`config.mk`:
```
export PLATFORM = sky130hd
export DESIGN_NAME = fifo_buf_top
export DESIGN_NICKNAME = d
export VERILOG_FILES = /design/src/verilog/fifo_pkg.sv /design/src/verilog/fifo_buf_top.sv
export VERILOG_INCLUDE_DIRS = /design/src /design/src/verilog
export SDC_FILE = /design/constraint.sdc
export NUM_CORES = 2
export LEC_CHECK = 0
export BUFFER_PORTS_ARGS = -buffer_cell sky130_fd_sc_hd__buf_2
export CAP_MARGIN = 10
export CORE_MARGIN = 10
export CORE_UTILIZATION = 40
export DETAILED_ROUTE_END_ITERATION = 8
export GPL_TIMING_DRIVEN = 1
export HOLD_SLACK_MARGIN = 0.05
export PLACE_DENSITY = 0.58
export SETUP_SLACK_MARGIN = 0.2
export SLEW_MARGIN = 40
export SYNTH_ARGS = -nofsm -noshare
export SYNTH_HDL_FRONTEND = slang
export SYNTH_MEMORY_MAX_BITS = 65536
export SYNTH_SLANG_ARGS = --single-unit
```
`constraint.sdc`:
```
create_clock -name clk -period 16.4 [get_ports clk]
set_input_delay 0.82 -clock clk [delete_from_list [all_inputs] [get_ports clk]]
set_output_delay 0.82 -clock clk [all_outputs]
set_load 0.05 [all_outputs]
```
`src/verilog/fifo_regs.svh`:
```
// Constants of the 256 x 18 strobed buffer: geometry, offsets, register map.
// Assumes it is included by fifo_pkg.sv and fifo_buf_top.sv only.
// Behaviour
// - Storage holds 256 words of 18 bits.
// - Write and read strobes may be unrelated or coincident.
// - Each rising write strobe stores the input bus word.
// - Each rising read strobe advances to the next word, in write order.
// - Full when words written exceed words read by 256.
// - Write strobes while full change nothing.
// - Read strobes while empty change nothing.
// - Full flag low while full, high otherwise.
// - Empty flag low while empty, high otherwise.
// - Half level flag high at 128 or more words, low below.
// - First one or two write edges after reset may load the offsets.
// - Edge flag high at count up to near-empty or from 256 minus near-full.
// - Edge flag low for counts between those two limits.
// - Reset clears pointers, full flag high, half and empty flags low.
// - First word into empty buffer raises empty flag and shows on output.
// - Output equals stored bits; output disabled while drive enable pin high.
// - First write edge with program enable low loads bits 0-6 into both offsets.
// - Second such edge reloads only the near-full offset.
// - Offsets up to 127; data writes blocked while programming.
// - Program enable held high leaves both offsets at 32.
`ifndef FIFO_REGS_SVH
`define FIFO_REGS_SVH

`define FIFO_DEPTH 256
`define FIFO_WIDTH 18
`define FIFO_OFS_W 7
`define FIFO_OFS_DEFAULT 7'h20

`define FIFO_ADDR_STATUS 12'h000
`define FIFO_ADDR_CTRL 12'h004
`define FIFO_ADDR_OFS 12'h008

`define FIFO_CTRL_FLUSH 0
`define FIFO_STATUS_FLAGS 16
`define FIFO_STATUS_STATE 20
`define FIFO_OFS_NEAR_FULL 8

`endif
```
`src/verilog/fifo_pkg.sv`:
```
// Types shared by the strobed buffer.
// Assumes fifo_regs.svh is on the include path.
`include "fifo_regs.svh"

package fifo_pkg;

   typedef enum logic [1:0] {
      fifo_prog_x,
      fifo_prog_y,
      fifo_run
   } fifo_state_t;

   typedef struct packed {
      logic wr;
      logic rd;
      logic prog_n;
      logic rst_n;
      logic oe_n;
   } fifo_pins_t;

   typedef struct packed {
      logic edge_lvl;
      logic half;
      logic empty_n;
      logic full_n;
   } fifo_flags_t;

endpackage

```
`src/verilog/fifo_buf_top.sv`:
```
// Strobed 256 x 18 buffer with full, empty, half and programmable edge flags.
// Assumes data, strobe, program, fifo_rst_n and enable pins are asynchronous to clk and change far slower than 50 MHz;
// APB master on clk.
`timescale 1ns/100ps
`default_nettype none
`include "fifo_regs.svh"

module fifo_buf_top
   import fifo_pkg::*;
#(
   parameter int DEPTH = `FIFO_DEPTH,
   parameter int WIDTH = `FIFO_WIDTH
) (
   input wire logic clk,
   input wire logic sys_rst,
   input wire logic [WIDTH-1:0] data_in_bus,
   input wire logic write_strobe_in,
   input wire logic read_strobe_in,
   input wire logic offset_program_enable_n,
   input wire logic fifo_rst_n,
   input wire logic output_enable_n,
   output logic [WIDTH-1:0] data_out_bus,
   output logic data_out_drive,
   output logic full_flag_n,
   output logic empty_flag_n,
   output logic half_level_flag,
   output logic edge_level_flag,
   input wire logic psel,
   input wire logic penable,
   input wire logic pwrite,
   input wire logic [11:0] paddr,
   input wire logic [31:0] pwdata,
   output logic [31:0] prdata,
   output logic pready,
   output logic pslverr
);

   localparam int AW = $clog2(DEPTH);
   localparam int OW = `FIFO_OFS_W;
   localparam int SW = WIDTH + 5;
   localparam logic [AW:0] DEPTH_CNT = (AW+1)'(DEPTH);
   localparam logic [AW:0] HALF_CNT = (AW+1)'(DEPTH / 2);

   function automatic logic [AW:0] bin2gray(input logic [AW:0] b);
      return b ^ (b >> 1);
   endfunction

   function automatic logic [AW:0] gray2bin(input logic [AW:0] g);
      logic [AW:0] b;
      b[AW] = g[AW];
      for (int i = AW - 1; i >= 0; i--) begin
         b[i] = b[i+1] ^ g[i];
      end
      return b;
   endfunction

   // Two-stage synchroniser; data travels with its strobe so both line up
   logic [SW-1:0] sync_a;
   logic [SW-1:0] sync_b;
   always_ff @(posedge clk) begin
      sync_a <= {data_in_bus, write_strobe_in, read_strobe_in,
                 offset_program_enable_n, fifo_rst_n, output_enable_n};
      sync_b <= sync_a;
   end

   fifo_pins_t pins_s;
   logic [WIDTH-1:0] din_s;
   assign pins_s = fifo_pins_t'(sync_b[4:0]);
   assign din_s = sync_b[SW-1:5];

   // Previous levels start high so a strobe held high at reset is no edge
   logic wr_prev;
   logic rd_prev;
   always_ff @(posedge clk) begin
      if (sys_rst) begin
         wr_prev <= 1'b1;
         rd_prev <= 1'b1;
      end else begin
         wr_prev <= pins_s.wr;
         rd_prev <= pins_s.rd;
      end
   end

   logic wr_edge;
   logic rd_edge;
   assign wr_edge = pins_s.wr & ~wr_prev;
   assign rd_edge = pins_s.rd & ~rd_prev;

   logic flush;
   logic clear;
   assign clear = sys_rst | ~pins_s.rst_n | flush;

   // Pointers live in Gray code; counts come from their binary images
   logic [AW:0] wr_gray;
   logic [AW:0] rd_gray;
   logic [AW:0] wr_bin;
   logic [AW:0] rd_bin;
   logic [AW:0] count;
   logic full;
   logic empty;
   assign wr_bin = gray2bin(wr_gray);
   assign rd_bin = gray2bin(rd_gray);
   assign count = wr_bin - rd_bin;
   assign full = (count == DEPTH_CNT);
   assign empty = (count == '0);

   fifo_state_t state;
   logic [OW-1:0] ofs_x;
   logic [OW-1:0] ofs_y;
   logic do_write;
   logic do_read;

   // Program enable is active low; any edge before the run state may load
   logic prog_low;
   assign prog_low = ~pins_s.prog_n;
   logic prog_edge;
   assign prog_edge = wr_edge & prog_low & (state != fifo_run);
   // Status and full are judged before this cycle's edges, so coincident
   // strobes on a full or empty buffer still move only one pointer
   assign do_write = wr_edge & ~full & ~prog_edge;
   assign do_read = rd_edge & ~empty;

   always_ff @(posedge clk) begin
      if (clear) begin
         wr_gray <= '0;
      end else if (do_write) begin
         wr_gray <= bin2gray(wr_bin + (AW+1)'(1));
      end
   end

   always_ff @(posedge clk) begin
      if (clear) begin
         rd_gray <= '0;
      end else if (do_read) begin
         rd_gray <= bin2gray(rd_bin + (AW+1)'(1));
      end
   end

   // Offset programming window closes at the first plain data write or at the second program edge
   always_ff @(posedge clk) begin
      if (clear) begin
         state <= fifo_prog_x;
         ofs_x <= `FIFO_OFS_DEFAULT;
         ofs_y <= `FIFO_OFS_DEFAULT;
      end else if (wr_edge) begin
         unique case (state)
            fifo_prog_x: begin
               if (prog_low) begin
                  ofs_x <= din_s[OW-1:0];
                  ofs_y <= din_s[OW-1:0];
                  state <= fifo_prog_y;
               end else begin
                  state <= fifo_run;
               end
            end
            fifo_prog_y: begin
               if (prog_low) begin
                  ofs_y <= din_s[OW-1:0];
               end
               state <= fifo_run;
            end
            fifo_run: begin
               state <= fifo_run;
            end
            // Unused code: resume normal writes rather than lock them out
            default: begin
               state <= fifo_run;
            end
         endcase
      end
   end

   logic [WIDTH-1:0] mem [DEPTH];
   always_ff @(posedge clk) begin
      if (do_write) begin
         mem[wr_bin[AW-1:0]] <= din_s;
      end
   end

   // Head word is always shown, so the first word needs no read strobe
   always_ff @(posedge clk) begin
      if (sys_rst) begin
         data_out_bus <= '0;
         data_out_drive <= 1'b0;
      end else begin
         data_out_bus <= mem[rd_bin[AW-1:0]];
         data_out_drive <= ~pins_s.oe_n;
      end
   end

   logic edge_now;
   assign edge_now = (count <= (AW+1)'(ofs_x)) |
                     (count >= DEPTH_CNT - (AW+1)'(ofs_y));

   // Flags lag the pointers by one clk; still well inside a strobe period
   always_ff @(posedge clk) begin
      if (clear) begin
         full_flag_n <= 1'b1;
         empty_flag_n <= 1'b0;
         half_level_flag <= 1'b0;
         edge_level_flag <= 1'b1;
      end else begin
         full_flag_n <= ~full;
         empty_flag_n <= ~empty;
         half_level_flag <= (count >= HALF_CNT);
         edge_level_flag <= edge_now;
      end
   end

   // APB slave: data prepared in setup, answered with pready in access
   fifo_flags_t flags_rd;
   assign flags_rd = '{edge_lvl: edge_level_flag, half: half_level_flag,
                       empty_n: empty_flag_n, full_n: full_flag_n};

   logic apb_setup;
   logic apb_access;
   logic addr_hit;
   logic [31:0] rd_mux;
   assign apb_setup = psel & ~penable;
   assign apb_access = psel & penable & pready;

   always_comb begin
      rd_mux = 32'h0000_0000;
      addr_hit = 1'b1;
      unique case (paddr)
         `FIFO_ADDR_STATUS: begin
            rd_mux[AW:0] = count;
            rd_mux[`FIFO_STATUS_FLAGS +: 4] = flags_rd;
            rd_mux[`FIFO_STATUS_STATE +: 2] = state;
         end
         `FIFO_ADDR_CTRL: begin
            rd_mux = 32'h0000_0000;
         end
         `FIFO_ADDR_OFS: begin
            rd_mux[OW-1:0] = ofs_x;
            rd_mux[`FIFO_OFS_NEAR_FULL +: OW] = ofs_y;
         end
         default: begin
            addr_hit = 1'b0;
         end
      endcase
   end

   always_ff @(posedge clk) begin
      if (sys_rst) begin
         pready <= 1'b0;
         prdata <= 32'h0000_0000;
         pslverr <= 1'b0;
      end else begin
         pready <= apb_setup & ~pready;
         if (apb_setup) begin
            prdata <= pwrite ? 32'h0000_0000 : rd_mux;
            pslverr <= ~addr_hit;
         end
      end
   end

   // Flush is a one-clk pulse that behaves like the reset pin
   always_ff @(posedge clk) begin
      if (sys_rst) begin
         flush <= 1'b0;
      end else begin
         flush <= apb_access & pwrite & (paddr == `FIFO_ADDR_CTRL) &
                  pwdata[`FIFO_CTRL_FLUSH];
      end
   end
endmodule // fifo_buf_top

`default_nettype wire

```
==> results.cfg <==
[outcome]
outcome = complete, no violations

[sta]
hold_slack_ns = 0.138
setup_ws_ns = 2.91
timing.final.crit_share = 0.823
fin_crit_ns = 13.49
tightestPinTransition_ns = 0.928
slew_viol_final = 0
slew_headroom = 0.381
fin_tns_setup_ns = 0
fmax_mhz = 74.1
fin_skew_ns = 0.0935
hold_viol_final = 0
rsz0062_at_grt = no
finalSetupViolations = 0

[clock_tree]
cts_tree = done
root_buffer = clkbuf_16
clk_pin_slew_ns = 0.06
cts.htree.levels = 5
clock_latency_ns = 1.02
ctsResizeCount = 0
cts_buffers = 470
cts_max_path_buffers = 4
clock-sinks = 4737

[synthesis]
synth-seq-area-share = 0.780
synth_ff_type = edfxtp_1
yosys_warnings = 0
ys_ff_latch = 4737
syn_avg_cell_area_sq_um = 22.5
synth-async-reset-ratio = 0
synth_edf_count = 4608
syn_area_sq_um = 181000
synth_cells = 8021
synth_cell_types = 73

[power]
powerDensity_nw_per_um2 = 122
p_leak_nw = 65.5
peakVddDrop_uv = 110
finalPower_mw = 25.4

[drt]
dr.pass1.iters = 7
ant_nets = 0
wl_per_cell_microns = 32.1
viasPerCell = 5.81
finalWirelength_microns = 482000
drc = 0
vias = 87200
drt-initial-drc-count = 10800

[place]
dp_hpwl_microns = 286000
io_buffers = 86
routabilityCongestion = 0.893
pre_cts_ws_ns = 3.06

[worst_setup_path]
cp-start-kind = flop
arrival_ns = 14.19
critical_path_class = flop to flop
r2r_setup_slack_ns = 2.91
reg2regPathDepth = 28
cpMostUsedCell = inv_1
critPathMaxStageDelay_ns = 0.85
endpoint = mem[222][16]
cp_max_fo = 51
crit_path_start = rd_gray[8]
r2r_end = mem[222][16]
cp_slowest_cell = ha_4
cp.required_ns = 17.10
worstSetupEndpointType = flop
reg2reg_from = rd_gray[8]

[flow_run]
drv_cap = 0

[floorplanning]
start_util = 0.402
core_area_sq_um = 449000
fp.dieH_microns = 692
ios = 129
fp-row-count = 246
die_w_microns = 692
dieArea_sq_um = 479000

[grt]
grt_pass1_vias = 87700
grt_pass1_wl_microns = 677000
overflow = 0
grt_util_all_layers = 0.196
grt_max_degree = 132
grt_antenna_before_repair = 31

[hold_path]
hold_class = primary input to flop

[layout]
multi_input_area_sq_um = 39100
syn_to_final_growth_pct = 15.1
fin_nets = 8743
final_cell_mix = edfxtp_1 (4608), mux4_2 (1234), clkbuf_16 (477)
fillers = 36800
mostFrequentLayoutCell = edfxtp_1
drive_gt1_frac = 0.314
register_area_sq_um = 141000
==> synth_stat cells (all sizes together), types with 4 or more instances <==
master      n  area [sq um]
o21a        5          37.5
or4b       13           130
xor2       10           106
and2        4          25.0
a22oi     102           766
or3        10          62.6
nor3      210          1060
o31ai       5          37.5
nor4       41           257
nand2b      8          50.1
nand3      28           140
dfxtp     129          2580
nand4bb     4          45.0
edfxtp   4608        138000
nand4      12          93.8
a21oi      70           350
xnor2      27           236
ha         50           626
clkbuf    192           721
and3       17           106
o22ai     192          1200
mux4     1234         27800
a211o      12           105
a2111oi    21           209
a22o        4          35.0
o21ai      56           280
a31oi      19           119
a32oi      15           131
buf       273          1600
a211oi     42           315
or2         4          25.0
inv        41           154
o211ai      8          60.1
mux2i      83           831
nor2b      12          75.1
nor2      202           758
nand2     205           769
a222oi      8          80.1
or4        12          90.1
==> how the worst min path moves through the flow <==
stage	cells past startpoint	startpoint	endpoint	slack, ns
after floorplan	0	sync_a[0]	sync_b[0]	0.31
after global placement	0	sync_a[6]	sync_b[6]	0.31
after detailed placement	0	sync_a[6]	sync_b[6]	0.31
after CTS	3	pwrite	flush	0.06
after global routing	3	pwrite	flush	0.13
final	3	pwrite	flush	0.14
==> layout make-up <==
cell class	instances	area share
Tap cell	5952	0.0358
Sequential cell	4737	0.678
Multi-Input combinational cell	2786	0.188
Clock inverter	326	0.0141
Inverter	43	0.000812
Clock buffer	556	0.0588
Antenna cell	19	0.000229
Timing Repair Buffer	582	0.0240
==> power by group <==
part           switching (mW)  total [mW]  leakage [nW]  internal (mW)
Combinational           0.894        1.47          15.6          0.575
Sequential             0.0582        13.3          42.5           13.3
Clock                    4.57        10.6          7.44           6.03
Total                    5.52        25.4          65.5           19.9
==> registers in the layout (all words and copies together), names as in the netlist, 2 cells and up, named ones only <==
name and cells:
mem 4608, sync_a 23, sync_b 23, prdata 21, data_out_bus 18, rd_gray 8, wr_gray 8, ofs_x 7
ofs_y 7, state 2
==> metrics by stage <==
| stage | instance area [sq um] | utilization | std cells |
|---|---|---|---|
| after floorplan | 181000 | - | 8031 |
| after global placement | 191000 | 0.426 | 14000 |
| after detailed placement | 192000 | 0.427 | 14100 |
| after CTS | 207000 | 0.462 | 15000 |
| after global routing | 208000 | 0.463 | 15000 |
| final | 208000 | 0.463 | 15000 |
==> cell families (layout without fill, tap and decap cells) <==
logic type	Yosys count	count (layout)	synth area share
compound gates	577	577	0.0215
xor+xnor	37	37	0.00190
fa+ha+maj	51	51	0.00357
buf+inv	508	1507	0.0137
flops	4737	4737	0.780
mux	1317	1317	0.158
other cells	1	30	0.0000208
simple gates	793	793	0.0209
==> what timing repair did <==
action | 4_1_cts | 5_1_grt
setup buffers | 0 | 0
endpoints found under the hold margin | 24 | 0
hold buffers | 24 | 0
==> worst max-delay path, delay by kind of cell (launching register included) <==
kind / cells / cell delay, ns
compound gates: 2 / 1.20
buf+inv: 13 / 4.58
simple gates: 3 / 0.85
flops: 1 / 0.55
fa+ha+maj: 9 / 5.42
xor+xnor: 1 / 0.40
==> layer usage <==
layer,vias to the layer above,share of wire,track usage
li1,35400,-,-
met1,47200,0.41,0.276
met2,3880,0.47,0.305
met3,704,0.095,0.0453
met4,8,0.030,0.0603
met5,-,0.00012,0
Power figures use the tool's default switching activity.
